--- config.mk ---
export PLATFORM = sky130hd
export DESIGN_NAME = timer_status_output_control
export DESIGN_NICKNAME = d
export VERILOG_FILES = /design/src/include/timer_pkg.sv /design/src/rtl/status_select.sv /design/src/rtl/timer_status_output_control.sv
export VERILOG_INCLUDE_DIRS = /design/src /design/src/include
export SDC_FILE = /design/constraint.sdc
export NUM_CORES = 1
export LEC_CHECK = 0
export BUFFER_PORTS_ARGS = -buffer_cell sky130_fd_sc_hd__buf_4
export CORE_ASPECT_RATIO = 0.8
export CORE_MARGIN = 1.5
export CORE_UTILIZATION = 61
export DETAILED_ROUTE_END_ITERATION = 7
export PLACE_DENSITY = 0.84
export REMOVE_ABC_BUFFERS = 1
export SYNTH_ARGS = -nofsm -noshare
export SYNTH_HDL_FRONTEND = slang
export SYNTH_SLANG_ARGS = --single-unit
--- constraint.sdc ---
create_clock -name ref_clk -period 8.7 [get_ports ref_clk]
set_input_delay 0.435 -clock ref_clk [delete_from_list [all_inputs] [get_ports ref_clk]]
set_output_delay 0.435 -clock ref_clk [all_outputs]
set_load 0.01 [all_outputs]
--- src/include/timer_consts.svh ---
/*
 * Register offsets, field positions and reset values of the timer
 * status-output block. Assumes a 32-bit APB slave decoding addr[11:0].
 */
`ifndef TIMER_CONSTS_SVH
`define TIMER_CONSTS_SVH

// ----------------------------------------------------------------
// Register byte offsets
// ----------------------------------------------------------------
`define OFS_CTRL 12'h000
`define OFS_RESTART 12'h004
`define OFS_COUNT 12'h008
`define OFS_ENABLE 12'h00C
`define OFS_THR_A 12'h010
`define OFS_THR_B 12'h014
`define OFS_IRQ_STAT 12'h018
`define OFS_IRQ_MASK 12'h01C

// ----------------------------------------------------------------
// Control register fields
// ----------------------------------------------------------------
`define CTRL_ENABLE 0
`define CTRL_ACTIVE 1
`define CTRL_AUTO_DIS 2
`define CTRL_AUTO_IDLE 3
`define CTRL_IRQ_EN 4
`define CTRL_SEL_LO 5
`define CTRL_SEL_HI 7
`define CTRL_INV 8
`define CTRL_STOP 9

// ----------------------------------------------------------------
// Interrupt status fields and reset values
// ----------------------------------------------------------------
`define IRQ_ZERO 0
`define IRQ_STOPPED 1
`define IRQ_W 2
`define WORD_RESET 32'h0000_0000

`endif

--- src/include/timer_pkg.sv ---
/*
 * Types shared by the timer status-output block.
 * Assumes the constants header is available alongside.
 */
package timer_pkg;

    // ----------------------------------------------------------------
    // Status output select modes
    // ----------------------------------------------------------------
    typedef enum logic [2:0] {
        SEL_ZERO_PULSE = 3'b000,
        SEL_UNUSED1 = 3'b001,
        SEL_TOGGLE = 3'b010,
        SEL_AT_OR_ABOVE_A = 3'b011,
        SEL_BETWEEN_B_A = 3'b100,
        SEL_UNUSED5 = 3'b101,
        SEL_ACTIVE_A = 3'b110,
        SEL_RESERVED = 3'b111
    } status_sel_t;

    // ----------------------------------------------------------------
    // Software control settings
    // ----------------------------------------------------------------
    typedef struct packed {
        logic status_output_invert;
        status_sel_t sel;
        logic zero_interrupt_enable;
        logic zero_auto_idle;
        logic auto_disable;
    } ctrl_t;

endpackage

--- src/rtl/status_select.sv ---
/*
 * Picks the raw (pre-inversion) timer status from the count, the two
 * thresholds and the zero events. Pure combinational; the caller
 * registers the result.
 */
`timescale 1ns/1ps
module status_select
    import timer_pkg::*;
#(
    parameter int CNT_W = 32
) (
    // Mode
    input wire status_sel_t sel,
    // Count and thresholds
    input wire logic [CNT_W-1:0] current_count,
    input wire logic [CNT_W-1:0] threshold_a_value,
    input wire logic [CNT_W-1:0] threshold_b_value,
    // Zero related
    input wire logic zero_event,
    input wire logic toggle_level,
    // Result
    output logic status_raw
);

    wire logic ge_a = current_count >= threshold_a_value;
    wire logic ge_b = current_count >= threshold_b_value;
    wire logic nonzero = |current_count;

    wire logic m_pulse = (sel == SEL_ZERO_PULSE) & zero_event;
    wire logic m_toggle = (sel == SEL_TOGGLE) & toggle_level;
    wire logic m_ge_a = (sel == SEL_AT_OR_ABOVE_A) & ge_a;
    wire logic m_win = (sel == SEL_BETWEEN_B_A) & ~ge_a & ge_b;
    wire logic m_act = (sel == SEL_ACTIVE_A) & nonzero & (~ge_a | (current_count == threshold_a_value));

    // unused and reserved codes stay low
    assign status_raw = m_pulse | m_toggle | m_ge_a | m_win | m_act;

endmodule

--- src/rtl/timer_status_output_control.sv ---
/*
 * Down-counting timer with status output selection, auto disable and
 * auto idle at zero, stop request, zero interrupt and an APB slave.
 * Assumes a single 20 MHz clock; count_gate comes from logic on the
 * same clock (cascade gating lives outside this block).
 */
// The APB register port and the register addresses were chosen for this implementation.
// What this block does
// - Active goes high the first clock after enable once the count changes.
// - Auto-disable clears enable and active when the count reaches zero.
// - Auto-idle alone clears only active at zero; implied by auto-disable.
// - Zero interrupt, when enabled, is high exactly one cycle per zero.
// - Status output feeds cascade inputs and a general-purpose pin.
// - Select 0: status is a one-cycle pulse at each zero.
// - Select 2: status toggles at each zero, dividing by two.
// - Select 3: status is one while count is at or above A.
// - Select 4: status is one while count is below A, at/above B.
// - Select 6: status is one while count is nonzero and at most A.
// - Control bit 8 inverts the selected status; resets low.
// - Writing control bit 9 stops the counter on its next count cycle.
// - Enabled counter reloads from restart value at zero.
// - Writing zero to the count while enabled acts as reaching zero.
`timescale 1ns/1ps
`include "timer_consts.svh"
module timer_status_output_control
    import timer_pkg::*;
#(
    parameter int CNT_W = 32
) (
    // Clock and reset
    input wire logic ref_clk,
    input wire logic nrst,
    // APB slave
    input wire logic psel,
    input wire logic penable,
    input wire logic pwrite,
    input wire logic [11:0] paddr,
    input wire logic [31:0] pwdata,
    output logic [31:0] prdata,
    output logic pready,
    output logic pslverr,
    // Count gating from cascade logic
    input wire logic count_gate,
    // Status outputs
    output logic cascade_status,
    output logic pin_status,
    // Interrupts
    output logic zero_irq,
    output logic irq
);

    // ----------------------------------------------------------------
    // Parameter check
    // ----------------------------------------------------------------
    if (CNT_W < 2 || CNT_W > 32) begin : g_bad_width
        $error("CNT_W must lie between 2 and 32");
    end

    // ----------------------------------------------------------------
    // Reset synchroniser
    // ----------------------------------------------------------------
    logic rst_meta_q;
    logic rst_n;

    always_ff @(posedge ref_clk or negedge nrst) begin
        if (!nrst) begin
            rst_meta_q <= 1'b0;
            rst_n <= 1'b0;
        end else begin
            rst_meta_q <= 1'b1;
            rst_n <= rst_meta_q;
        end
    end

    // ----------------------------------------------------------------
    // State
    // ----------------------------------------------------------------
    ctrl_t ctrl_q;
    logic enable_q;
    logic active_q;
    logic stop_q;
    logic toggle_q;
    logic zero_pulse_q;
    logic status_q;
    logic [CNT_W-1:0] count_q;
    logic [CNT_W-1:0] count_prev_q;
    logic [CNT_W-1:0] restart_q;
    logic [CNT_W-1:0] thr_a_q;
    logic [CNT_W-1:0] thr_b_q;
    logic [`IRQ_W-1:0] irq_stat_q;
    logic [`IRQ_W-1:0] irq_mask_q;
    logic [31:0] prdata_q;

    // ----------------------------------------------------------------
    // APB decode
    // ----------------------------------------------------------------
    wire logic setup = psel & ~penable;
    wire logic access = psel & penable;
    wire logic wr = access & pwrite;
    wire logic rd_setup = setup & ~pwrite;
    wire logic hit_ctrl = paddr == `OFS_CTRL;
    wire logic hit_restart = paddr == `OFS_RESTART;
    wire logic hit_count = paddr == `OFS_COUNT;
    wire logic hit_enable = paddr == `OFS_ENABLE;
    wire logic hit_thr_a = paddr == `OFS_THR_A;
    wire logic hit_thr_b = paddr == `OFS_THR_B;
    wire logic hit_stat = paddr == `OFS_IRQ_STAT;
    wire logic hit_mask = paddr == `OFS_IRQ_MASK;
    wire logic mapped = hit_ctrl | hit_restart | hit_count | hit_enable
                      | hit_thr_a | hit_thr_b | hit_stat | hit_mask;
    wire logic wr_ctrl = wr & hit_ctrl;
    wire logic wr_count = wr & hit_count;
    wire logic wr_enable = wr & hit_enable;
    wire logic rd_stat_done = access & ~pwrite & hit_stat;
    wire logic [CNT_W-1:0] wdata = pwdata[CNT_W-1:0];

    // upper control bits read as zero
    wire logic [31:0] ctrl_rd = {22'h00_0000, stop_q, ctrl_q.status_output_invert,
                                 ctrl_q.sel, ctrl_q.zero_interrupt_enable,
                                 ctrl_q.zero_auto_idle, ctrl_q.auto_disable,
                                 active_q, enable_q};

    wire logic [31:0] rd_mux =
        hit_ctrl ? ctrl_rd :
        hit_restart ? 32'(restart_q) :
        hit_count ? 32'(count_q) :
        hit_enable ? 32'(enable_q) :
        hit_thr_a ? 32'(thr_a_q) :
        hit_thr_b ? 32'(thr_b_q) :
        hit_stat ? 32'(irq_stat_q) :
        hit_mask ? 32'(irq_mask_q) : `WORD_RESET;

    // Zero wait states: the answer stands in the access cycle
    assign pready = 1'b1;
    assign pslverr = access & ~mapped;
    assign prdata = prdata_q;

    always_ff @(posedge ref_clk or negedge rst_n) begin
        if (!rst_n) begin
            prdata_q <= `WORD_RESET;
        end else if (rd_setup) begin
            prdata_q <= rd_mux;
        end
    end

    // ----------------------------------------------------------------
    // Counting and zero events
    // ----------------------------------------------------------------
    wire logic count_cycle = enable_q & count_gate;
    // stop takes the place of a normal count step
    wire logic stop_hit = count_cycle & stop_q & ~wr_count;
    wire logic tick = count_cycle & ~stop_q & ~wr_count;
    wire logic [CNT_W-1:0] count_step = (count_q == '0) ? restart_q : count_q - 1'b1;
    // software zero write counts as reaching zero
    wire logic zero_evt = (enable_q & wr_count & (wdata == '0))
                        | (tick & (count_step == '0));
    wire logic [CNT_W-1:0] count_d = wr_count ? wdata : tick ? count_step : count_q;

    wire logic auto_off = zero_evt & ctrl_q.auto_disable;
    // idle at zero, implied by auto disable
    wire logic auto_idle = zero_evt & (ctrl_q.zero_auto_idle | ctrl_q.auto_disable);

    wire logic enable_set = (wr_ctrl & pwdata[`CTRL_ENABLE])
                          | (wr_enable & pwdata[`CTRL_ENABLE]);
    wire logic enable_wr = wr_ctrl | wr_enable;
    wire logic enable_clr = auto_off | stop_hit;
    // Software write wins over a hardware clear in the same cycle
    wire logic enable_d = enable_wr ? enable_set : (enable_q & ~enable_clr);

    // active after enable once the count has moved
    wire logic active_d = (enable_clr | auto_idle | ~enable_q) ? 1'b0 :
                          (active_q | (count_q != count_prev_q));

    always_ff @(posedge ref_clk or negedge rst_n) begin
        if (!rst_n) begin
            count_q <= '0;
            count_prev_q <= '0;
            enable_q <= 1'b0;
            active_q <= 1'b0;
        end else begin
            count_q <= count_d;
            count_prev_q <= count_q;
            enable_q <= enable_d;
            active_q <= active_d;
        end
    end

    // stop request held until the next count cycle
    always_ff @(posedge ref_clk or negedge rst_n) begin
        if (!rst_n) begin
            stop_q <= 1'b0;
        end else if (wr_ctrl & pwdata[`CTRL_STOP]) begin
            stop_q <= 1'b1;
        end else if (stop_hit | ~enable_q) begin
            stop_q <= 1'b0;
        end
    end

    // ----------------------------------------------------------------
    // Configuration registers
    // ----------------------------------------------------------------
    always_ff @(posedge ref_clk or negedge rst_n) begin
        if (!rst_n) begin
            ctrl_q <= '0;
            restart_q <= '0;
            thr_a_q <= '0;
            thr_b_q <= '0;
            irq_mask_q <= '0;
        end else begin
            if (wr_ctrl) begin
                ctrl_q <= ctrl_t'(pwdata[`CTRL_INV:`CTRL_AUTO_DIS]);
            end
            if (wr & hit_restart) begin
                restart_q <= wdata;
            end
            if (wr & hit_thr_a) begin
                thr_a_q <= wdata;
            end
            if (wr & hit_thr_b) begin
                thr_b_q <= wdata;
            end
            if (wr & hit_mask) begin
                irq_mask_q <= pwdata[`IRQ_W-1:0];
            end
        end
    end

    // ----------------------------------------------------------------
    // Status output
    // ----------------------------------------------------------------
    logic status_raw;

    status_select #(
        .CNT_W(CNT_W)
    ) u_sel (
        .sel(ctrl_q.sel),
        .current_count(count_q),
        .threshold_a_value(thr_a_q),
        .threshold_b_value(thr_b_q),
        .zero_event(zero_evt),
        .toggle_level(toggle_q ^ zero_evt),
        .status_raw(status_raw)
    );

    always_ff @(posedge ref_clk or negedge rst_n) begin
        if (!rst_n) begin
            toggle_q <= 1'b0;
            zero_pulse_q <= 1'b0;
            status_q <= 1'b0;
        end else begin
            toggle_q <= toggle_q ^ zero_evt;
            zero_pulse_q <= zero_evt & ctrl_q.zero_interrupt_enable;
            status_q <= status_raw ^ ctrl_q.status_output_invert;
        end
    end

    // same status to cascade and pin
    assign cascade_status = status_q;
    assign pin_status = status_q;
    assign zero_irq = zero_pulse_q;

    // ----------------------------------------------------------------
    // Sticky interrupt status
    // ----------------------------------------------------------------
    wire logic [`IRQ_W-1:0] irq_set = {stop_hit, zero_evt};
    // Only bits that the read returned are cleared, so a late event survives
    wire logic [`IRQ_W-1:0] irq_clr = rd_stat_done ? prdata_q[`IRQ_W-1:0] : '0;

    always_ff @(posedge ref_clk or negedge rst_n) begin
        if (!rst_n) begin
            irq_stat_q <= '0;
        end else begin
            irq_stat_q <= (irq_stat_q & ~irq_clr) | irq_set;
        end
    end

    assign irq = |(irq_stat_q & irq_mask_q);

    // ----------------------------------------------------------------
    // Assertions
    // ----------------------------------------------------------------
    // pulse width
    zero_irq_pulse_a: assert property (@(posedge ref_clk) disable iff (!rst_n)
        zero_irq |=> !zero_irq || $past(zero_evt))
        else $error("zero interrupt longer than a zero event");

    zero_irq_cause_a: assert property (@(posedge ref_clk) disable iff (!rst_n)
        zero_evt && ctrl_q.zero_interrupt_enable |=> zero_irq)
        else $error("zero event raised no interrupt");

    auto_disable_a: assert property (@(posedge ref_clk) disable iff (!rst_n)
        auto_off && !enable_wr |=> !enable_q && !active_q)
        else $error("auto disable left the counter enabled");

    auto_idle_a: assert property (@(posedge ref_clk) disable iff (!rst_n)
        zero_evt && ctrl_q.zero_auto_idle && !ctrl_q.auto_disable && !enable_wr
        |=> !active_q && enable_q)
        else $error("auto idle did not clear only active");

    stop_request_a: assert property (@(posedge ref_clk) disable iff (!rst_n)
        stop_hit && !enable_wr |=> !enable_q && !active_q && $stable(count_q))
        else $error("stop request did not halt the counter");

    reload_value_a: assert property (@(posedge ref_clk) disable iff (!rst_n)
        tick && count_q == '0 |=> count_q == $past(restart_q))
        else $error("counter did not reload at zero");

    pulse_mode_a: assert property (@(posedge ref_clk) disable iff (!rst_n)
        ctrl_q.sel == SEL_ZERO_PULSE && !ctrl_q.status_output_invert && $stable(ctrl_q)
        |-> ##1 (status_q == $past(zero_evt)))
        else $error("pulse mode status mismatch");

    compare_a_mode_a: assert property (@(posedge ref_clk) disable iff (!rst_n)
        ctrl_q.sel == SEL_AT_OR_ABOVE_A && $stable(ctrl_q)
        |-> ##1 (status_q == (($past(count_q) >= $past(thr_a_q))
                 ^ $past(ctrl_q.status_output_invert))))
        else $error("threshold A compare mismatch");

    zero_write_a: assert property (@(posedge ref_clk) disable iff (!rst_n)
        enable_q && wr_count && pwdata == '0 |-> zero_evt ##1 irq_stat_q[`IRQ_ZERO])
        else $error("zero write did not act as reaching zero");

    activation_a: assert property (@(posedge ref_clk) disable iff (!rst_n)
        enable_q && !active_q && tick && !zero_evt && !stop_q
        ##1 enable_q && !enable_clr && !auto_idle
        |=> active_q)
        else $error("counter did not become active");

endmodule

==> flow_summary.yaml, run 1 <==
grt:
  antenna_found_initial: 2
  track_usage_pct: 39.9
  grt_pass1_vias: 10400
  grt_overflow: 0
  grt_max_degree: 83
  grt_pass1_wl_microns: 62500
worst_setup_path:
  crit_path_end_kind: "flip-flop"
  cp_slowest_cell: "nor2_2"
  required_ns: 9.09
  worstPathMaxFanout: 22
  crit_chain: "inv_1 -> ha_1 -> or3b_1 -> nor2_2 -> nand4_2 -> buf_4 -> o21a_1 -> or4_4 -> nor4_4 -> mux2i_1 -> nand4b_1"
  critPathMaxStageDelay_ns: 0.65
  arrival_ns: 5.12
  critPathKind: "flip-flop to flip-flop"
  worst_setup_path_start_kind: "flip-flop"
clocking:
  cts_tree: "yes"
  path_clk_slew_ns: 0.06
  cts_buffers: 22
  cts_sinks: 211
  cts_root_buffer: "clkbuf_16"
  cts-htree-levels: 1
  cts_max_path_buffers: 3
  cts_resized: 0
  clock_latency_ns: 0.52
sta:
  fin_crit_sh_pct: 54.4
  fmax_ghz: 0.211
  final.setup.worst_slack_ns: 3.97
  worst_pin_slew_ns: 1.19
  slew_headroom_pct: 20.9
  rsz0062_at_grt: "false"
  setup_viol_count_final: 0
  fin_setup_tns_ns: 0
  maxSlewViolCount: 0
  hold_viol_final: 0
  skew_ns: 0.0116
  fin_crit_ns: 4.73
power_and_ir_drop:
  p_clk_share_pct: 45.6
  p_int_w: 0.00161
  power.leakage_nw: 6.64
  p_switching_w: 0.000512
  power_density_nw_per_um2: 154
  vdd_drop_max_v: 0.000212
  power_frac_comb_pct: 6.9
  seq_power_share_pct: 47.5
  netSwitchingFraction_pct: 24.2
floorplanning:
  die_y_microns: 130
  ios: 88
  die_w_microns: 161
  core_area_sq_um: 19700
  start_util_pct: 62.1
  rows: 46
  die_area_sq_um: 21000
cells_and_area:
  final_cell_mix: "210 x dfrtp_1, 157 x nand2_1, 137 x o21ai_0"
  final_common_cell: "dfrtp_1"
  layout-drive-gt1-share_pct: 15.2
  syn_to_final_growth_pct: 12.3
  final_nets: 1492
  diodes: 0
  fin_cells: 1655
yosys:
  yosys.area_share.adder_pct: 6.63
  async_reset_ff_share_pct: 100
  syn_inst: 1338
  ys_types: 73
  synth_top_family_by_area: "simple AND/OR/NAND/NOR gates"
  yosys_warnings: 0
  synth_edf_count: 0
  synth.cell_area_sq_um: 12300
  synth_xor_area_share_pct: 3.00
  yosys.area_share.simple_pct: 18.7
  muxShareOfSynthArea_pct: 4.73
  seq_area_frac_synth_pct: 43.1
  synth-compound-area-share_pct: 18.5
  synthFlopType: "dfrtp_1"
  ys_seq_elements: 211
  post_synth.cell_area_avg_sq_um: 9.16
job:
  maxCapViolations: 0
routing:
  final_antenna_net_count: 0
  first_pass_iters: 6
  drtIter0Drc: 1448
  routed_wirelength_microns: 42000
  vias: 11300
  vias_per_cell: 6.83
  route.detailed.drc: 0
  wl_per_cell_microns: 25.4
placed_design:
  pre_cts_slack_ns: 4.02
  port_buffers: 86
  dp_cells: 1616
  dp_hpwl_microns: 29900
  gp_congestion: 0.982
status:
  status: "complete, no violations"
min_path:
  min_path_type: "primary input to flip-flop"
## synth_stat cells, drive strengths merged (5+ instances only)
master | instances | area share, %
dfrtp | 211 | 43
nand2 | 157 | 4.8
o21ai | 137 | 5.6
nor2 | 89 | 2.8
inv | 76 | 2.3
clkbuf | 70 | 2.1
ha | 65 | 6.6
a21oi | 61 | 2.5
mux2 | 42 | 3.9
nor3 | 42 | 1.8
nor4 | 38 | 2.6
nand4 | 32 | 1.7
a221oi | 27 | 2.0
a22o | 24 | 1.7
nand3 | 23 | 0.94
xnor2 | 21 | 1.5
xor2 | 21 | 1.5
buf | 17 | 0.84
a31oi | 14 | 0.71
a211oi | 12 | 0.73
or4 | 11 | 0.77
a21o | 10 | 0.61
a22oi | 9 | 0.55
o211ai | 9 | 0.55
o31ai | 9 | 0.55
or3 | 9 | 0.46
and3 | 8 | 0.41
mux2i | 8 | 0.68
o21a | 8 | 0.49
nor2b | 7 | 0.36
or2 | 7 | 0.36
a222oi | 5 | 0.41
and4 | 5 | 0.36
nand2b | 5 | 0.26
nor3b | 5 | 0.31
o31a | 5 | 0.36
## worst max-delay path, delay by kind of cell (launching register included)
| family | cells | cell delay, ns |
|---|---|---|
| AOI/OAI and AO/OA | 1 | 0.22 |
| adders and majority gates | 1 | 0.35 |
| buffers and inverters | 2 | 0.55 |
| DFF | 1 | 0.50 |
| muxes | 1 | 0.24 |
| and+or+nand+nor | 6 | 2.73 |
## area by class of cell
class | instances | area (sq um)
timing repair buffer | 101 | 761
tap | 264 | 330
inverter | 76 | 285
clock buffer | 34 | 687
multi-input combinational | 965 | 6370
clock inverter | 4 | 51.3
sequential | 211 | 5280
fill | 1547 | 5970
## final timing paths
check,start,slack [ns],depth (start not counted),end
setup reg to reg,count_q[0],3.97,11,cascade_status
min in group asynchronous,nrst,0.24,2,rst_n
setup / recovery,count_q[0],3.97,11,cascade_status
max in group asynchronous,rst_n,6.65,1,restart_q[19]
hold reg to reg,rst_meta_q,0.36,0,rst_n
hold / removal,pwdata[25],0.17,3,thr_b_q[25]
## cell families (layout without fill, tap and decap cells)
kind of cell    after synthesis  in the layout
compound gates              355            355
other cells                   1              2
mux                          51             51
flops                       211            211
xor+xnor                     42             42
fa+ha+maj                    65             65
simple gates                450            450
buf+inv                     163            215
## registers in the layout, summed over array words and instances (netlist names), 7 cells and up
register	cells
ctrl_q	7
count_q	32
thr_a_q	32
prdata	32
thr_b_q	32
restart_q	32
count_prev_q	32
## metal layers
| layer | track usage [%] | wire [microns] |
|---|---|---|
| met1 | 57.4 | 17900 |
| met2 | 60.2 | 18100 |
| met3 | 10.3 | 4740 |
| met4 | 10.9 | 1220 |
| met5 | 0 | 27 |
## repair_timing
action,CTS,global route
hold buffers,1,0
endpoints found under the hold margin,2,0
setup buffers,0,0
## per-stage QoR
step,power [W],cell area (sq um),utilization [%],hold slack [ns]
floorplan,0.00109,11900,-,0.139
global placement,0.00116,13000,66.0,0.217
detailed placement,0.00117,13000,66.0,0.218
CTS,0.00212,13800,69.7,0.153
global route,0.00217,13800,69.7,0.178
finish,0.00212,13800,69.7,0.167
## power by group through the flow
| stage | registers [W] | clock network, W | logic (W) |
|---|---|---|---|
| 2_1_floorplan | 0.00103 | 0 | 0.0000602 |
| 3_5_place_dp | 0.00103 | 0 | 0.000141 |
| 3_3_place_gp | 0.00102 | 0 | 0.000139 |
| 4_1_cts | 0.00101 | 0.000973 | 0.000141 |
| 5_1_grt | 0.00101 | 0.00100 | 0.000155 |
| 6_report | 0.00101 | 0.000966 | 0.000145 |
(Power assumes the default switching activity.)
==> run 2, diff against run 1 <==
- CORE_UTILIZATION: 61 -> 55
- PLACE_DENSITY: 0.84 -> 0.8
- clock period: 8.7 -> 4.24 ns (I/O delays scaled with it)
==> run 2 against run 1 <==
Net effect:
- first-iteration DRC count up 8.1%
- hold slack got worse by 0.15 ns
- combinational power rose to 2.5 times the previous value
- sequential power up 100%
- sequential cell count unchanged
- clock power up 110%
- largest power group unchanged
- utilization down 3.2 points
- design area up 5.1%
- final cell count grew 6.6%
- power up 110%
- critical endpoint unchanged
- register-to-register slack got worse by 3.8 ns
- wire length is 2.1% higher
==> flow_summary.yaml, run 2 (synthesis results as in run 1) <==
status:
  status: "complete, no violations"
floorplanning:
  die_w_microns: 170
  die_area_sq_um: 23200
  die_y_microns: 137
  core_area_sq_um: 21700
  ios: 88
  start_util_pct: 56.4
  rows: 48
worst_setup_path:
  cp-startpoint: "count_q[0]"
  crit_top_cell: "nand4_1"
  worst_setup_path_start_kind: "flip-flop"
  reg2reg_to: "cascade_status"
  required_ns: 4.61
  crit_family: "simple AND/OR/NAND/NOR gates"
  cp_num_buf_inv: 2
  cp.depth: 12
  crit_path_end_kind: "flip-flop"
  critPathKind: "flip-flop to flip-flop"
  timing.rr.start: "count_q[0]"
  arrival_ns: 4.42
  worstPathMaxFanout: 18
  critPathMaxStageDelay_ns: 0.54
  rrSetupSlack_ns: 0.19
  cp_slowest_cell: "or4_4"
  crit_chain: "inv_1 -> ha_1 -> or3b_1 -> nor2_2 -> buf_12 -> nand4_1 -> a211oi_2 -> nand4_1 -> or4_4 -> nor4_4 -> mux2i_1 -> nand4b_1"
  cp-endpoint: "cascade_status"
  r2r.worst_path.cells: 12
power_and_ir_drop:
  power_density_nw_per_um2: 305
  power.leakage_nw: 7.00
  vdd_drop_max_v: 0.000319
cells_and_area:
  finish.utilization_pct: 66.5
  final_nets: 1567
  diodes: 0
  layout-drive-gt1-share_pct: 17.5
  syn_to_final_growth_pct: 18.0
  final_cell_mix: "210 x dfrtp_1, 157 x nand2_1, 141 x buf_4"
  fin_cells: 1765
  final_common_cell: "dfrtp_1"
  fill_cells: 1781
clocking:
  cts_tree: "yes"
  cts_max_path_buffers: 3
  cts-htree-levels: 1
  path_clk_slew_ns: 0.06
  cts_root_buffer: "clkbuf_16"
  cts_buffers: 23
  clock_latency_ns: 0.52
  cts_sinks: 211
grt:
  track_usage_pct: 37.4
  grt_pass1_vias: 10700
  grt_pass1_wl_microns: 64700
  grt_max_degree: 131
  grt_overflow: 0
  antenna_found_initial: 1
routing:
  first_pass_iters: 7
  drtIter0Drc: 1566
  wl_per_cell_microns: 24.3
  vias: 11400
  vias_per_cell: 6.45
  final_antenna_net_count: 0
  routed_wirelength_microns: 42900
  route.detailed.drc: 0
sta:
  timing.hold.ws_ns: 0.0175
  fin_crit_sh_pct: 95.6
  slew_headroom_pct: 25.2
  skew_ns: 0.0162
  maxSlewViolCount: 0
  setup_viol_count_final: 0
  worst_pin_slew_ns: 1.11
  fmax_ghz: 0.247
  fin_crit_ns: 4.05
  rsz0062_at_grt: "false"
  hold_viol_final: 0
placed_design:
  gp_congestion: 1.00
  port_buffers: 86
  dp_hpwl_microns: 30800
  dp_cells: 1695
min_path:
  min_path_type: "primary input to flip-flop"
job:
  maxCapViolations: 0
## run 2: metal layers
metal	GRT usage, %	share of wire [%]	up-vias
met5	0	0.030	-
met4	11.8	3.1	2
met3	9.51	11	81
met2	53.6	41	671
met1	55.3	44	5559
li1	-	-	5076
## run 2: how the worst min path moves through the flow
stage	startpoint	endpoint	slack (ns)	depth (start not counted)
floorplan	nrst	rst_meta_q	-0.08	0
global placement	nrst	rst_meta_q	-0.006	1
detailed placement	nrst	rst_meta_q	-0.005	1
CTS	nrst	rst_n	0.006	2
global route	pwdata[24]	thr_a_q[24]	0.03	3
finish	pwdata[24]	thr_a_q[24]	0.02	3
## run 2: where the power goes
part / internal, W / switching (W) / total (W)
combinational: 0.000140 / 0.000228 / 0.000368
clock: 0.00116 / 0.000835 / 0.00199
sequential: 0.00203 / 0.0000210 / 0.00205
total: 0.00332 / 0.00108 / 0.00441
## run 2: worst min-delay path: stages
cell	delay, ns
buf_4	0.16
nand2_1	0.06
o21ai_0	0.06
## run 2: stage by stage
stage          instance area, sq um  TNS [ns]  worst slack [ns]  power, W
2_1_floorplan                 11900   -433.74             -2.08   0.00224
3_3_place_gp                  13400         0             0.245   0.00242
3_5_place_dp                  13400         0             0.213   0.00242
4_1_cts                       14500         0             0.161   0.00440
5_1_grt                       14500         0            0.0934   0.00452
6_report                      14500         0             0.188   0.00441
## run 2: area by class of cell
cell class              instances  area [sq um]  share of cell area [%]
clock inverters                 6          61.3                   0.424
repair buffers                175          1420                    9.81
well taps                     300           375                    2.59
multi-input cells             965          6370                    44.0
flip-flops and latches        211          5280                    36.5
clock buffers                  32           669                    4.63
inverters                      76           285                    1.97
## run 2: what timing repair did
action / CTS / global route
gates resized for setup: 0 / 1
setup endpoints to repair: 0 / 1
hold endpoints to repair: 111 / 0
buffers inserted: 0 / 0
hold buffers: 32 / 0
==> run 3, diff against run 2 <==
- HOLD_SLACK_MARGIN: default -> 0.02
==> run 3 against run 2 <==
Net effect:
- register-to-register slack about the same
- sequential share of layout area down 0.057 points
- combinational power hardly changed
- design area is 0.16% higher
- utilization up 0.10 points
- via count rose by 0.16%
- sequential power hardly changed
- sequential cell count stayed put
- die area is the same
- count of clock-buffer cells in the layout is the same
- global-route usage is essentially flat
- largest cell class unchanged
==> flow_summary.yaml, run 3 (synthesis results as in run 1) <==
status:
  status: "complete, no violations"
worst_setup_path:
  r2r.worst_path.cells: 12
  worstPathMaxFanout: 18
  rrSetupSlack_ns: 0.19
  worst_setup_path_start_kind: "flip-flop"
  cp-startpoint: "count_q[0]"
  cp-endpoint: "cascade_status"
  required_ns: 4.61
  critPathKind: "flip-flop to flip-flop"
  critPathMaxStageDelay_ns: 0.54
  crit_top_cell: "nand4_1"
  crit_chain: "inv_1 -> ha_1 -> or3b_1 -> nor2_2 -> buf_12 -> nand4_1 -> a211oi_2 -> nand4_1 -> or4_4 -> nor4_4 -> mux2i_1 -> nand4b_1"
  crit_path_end_kind: "flip-flop"
  reg2reg_to: "cascade_status"
  arrival_ns: 4.42
  cp_slowest_cell: "or4_4"
  timing.rr.start: "count_q[0]"
clocking:
  clock_latency_ns: 0.52
  post-cts-setup-buffer-count: 0
  cts_root_buffer: "clkbuf_16"
  cts_buffers: 23
  cts_max_path_buffers: 3
  path_clk_slew_ns: 0.06
  cts_sinks: 211
  cts-htree-levels: 1
  cts_tree: "yes"
grt:
  grt_pass1_wl_microns: 64700
  track_usage_pct: 37.4
  grt_max_degree: 131
  antenna_found_initial: 1
  grt_overflow: 0
  grt_pass1_vias: 10800
sta:
  worst_pin_slew_ns: 1.21
  fin_crit_ns: 4.05
  fin_crit_sh_pct: 95.5
  fmax_ghz: 0.247
  final.setup.worst_slack_ns: 0.192
  rsz0062_at_grt: "false"
  skew_ns: 0.0152
  maxSlewViolCount: 0
  hold_viol_final: 0
  setup_viol_count_final: 0
  slew_headroom_pct: 18.8
  timing.hold.ws_ns: 0.0319
routing:
  vias_per_cell: 6.45
  wl_per_cell_microns: 24.3
  route.detailed.drc: 0
  drtIter0Drc: 1627
  first_pass_iters: 6
  vias: 11400
  final_antenna_net_count: 0
  routed_wirelength_microns: 43000
placed_design:
  gp_congestion: 1.00
  place_area_sq_um: 13400
  dp_hpwl_microns: 30800
  port_buffers: 86
  pre_cts_slack_ns: 0.213
power_and_ir_drop:
  power_density_nw_per_um2: 304
  vdd_drop_max_v: 0.000320
  power.leakage_nw: 7.00
job:
  maxCapViolations: 0
floorplanning:
  rows: 48
  start_util_pct: 56.4
  ios: 88
  die_area_sq_um: 23200
  die_w_microns: 170
  core_area_sq_um: 21700
  die_y_microns: 137
cells_and_area:
  layout-drive-gt1-share_pct: 17.5
  final_cell_mix: "210 x dfrtp_1, 157 x nand2_1, 141 x buf_4"
  final_common_cell: "dfrtp_1"
  final_nets: 1569
  syn_to_final_growth_pct: 18.2
  final_area_sq_um: 14500
min_path:
  min_path_type: "primary input to flip-flop"
run 3: metal layers:
| metal | GRT usage, % | up-vias | routed length [microns] | part of all wire (%) |
|---|---|---|---|---|
| li1 | - | 5080 | - | - |
| met1 | 55.1 | 5571 | 18900 | 44 |
| met2 | 53.6 | 685 | 17800 | 41 |
| met3 | 9.66 | 71 | 5040 | 12 |
| met4 | 11.8 | 0 | 1270 | 3.0 |
| met5 | 0 | - | 0 | 0 |
run 3: layout make-up:
class / instances / area (sq um)
Tap cell: 300 / 375
Sequential cell: 211 / 5280
Multi-Input combinational cell: 965 / 6370
Timing Repair Buffer: 177 / 1440
Inverter: 76 / 285
Fill cell: 1778 / 7250
Clock buffer: 32 / 669
Antenna cell: 1 / 2.50
Clock inverter: 6 / 61.3
run 3: worst min path at each step:
stage / slack, ns / startpoint / cells after the start / endpoint
3_5_place_dp: -0.005 / nrst / 1 / rst_meta_q
2_1_floorplan: -0.08 / nrst / 0 / rst_meta_q
6_report: 0.03 / count_gate / 3 / irq_stat_q[1]
3_3_place_gp: -0.006 / nrst / 1 / rst_meta_q
4_1_cts: 0.03 / count_gate / 3 / irq_stat_q[1]
5_1_grt: 0.05 / count_gate / 3 / irq_stat_q[1]
run 3: timing repair:
action	4_1_cts	5_1_grt
endpoints found under the setup margin	0	1
hold buffers	34	0
gates resized for setup	0	1
hold endpoints to repair	127	0
run 3: through the flow:
stage | TNS [ns] | total power, W | cells | util (%)
finish | 0 | 0.00441 | 1768 | 66.6
global route | 0 | 0.00452 | 1767 | 66.6
CTS | 0 | 0.00440 | 1767 | 66.6
detailed placement | 0 | 0.00242 | 1695 | 61.7
global placement | 0 | 0.00242 | 1695 | 61.7
floorplan | -433.74 | 0.00224 | 1252 | -
run 3: critical path: cells and delay by family, from the launching register on:
family	cells	cell delay [ns]
AOI/OAI and AO/OA	1	0.37
adders and majority gates	1	0.37
buffers and inverters	2	0.34
DFF	1	0.49
muxes	1	0.26
and+or+nand+nor	7	2.08
run 3: report_power, final:
| part | switching (W) | internal (W) | leakage (nW) |
|---|---|---|---|
| clock network | 0.000832 | 0.00115 | 0.360 |
| logic | 0.000229 | 0.000141 | 4.06 |
| registers | 0.0000210 | 0.00203 | 2.58 |
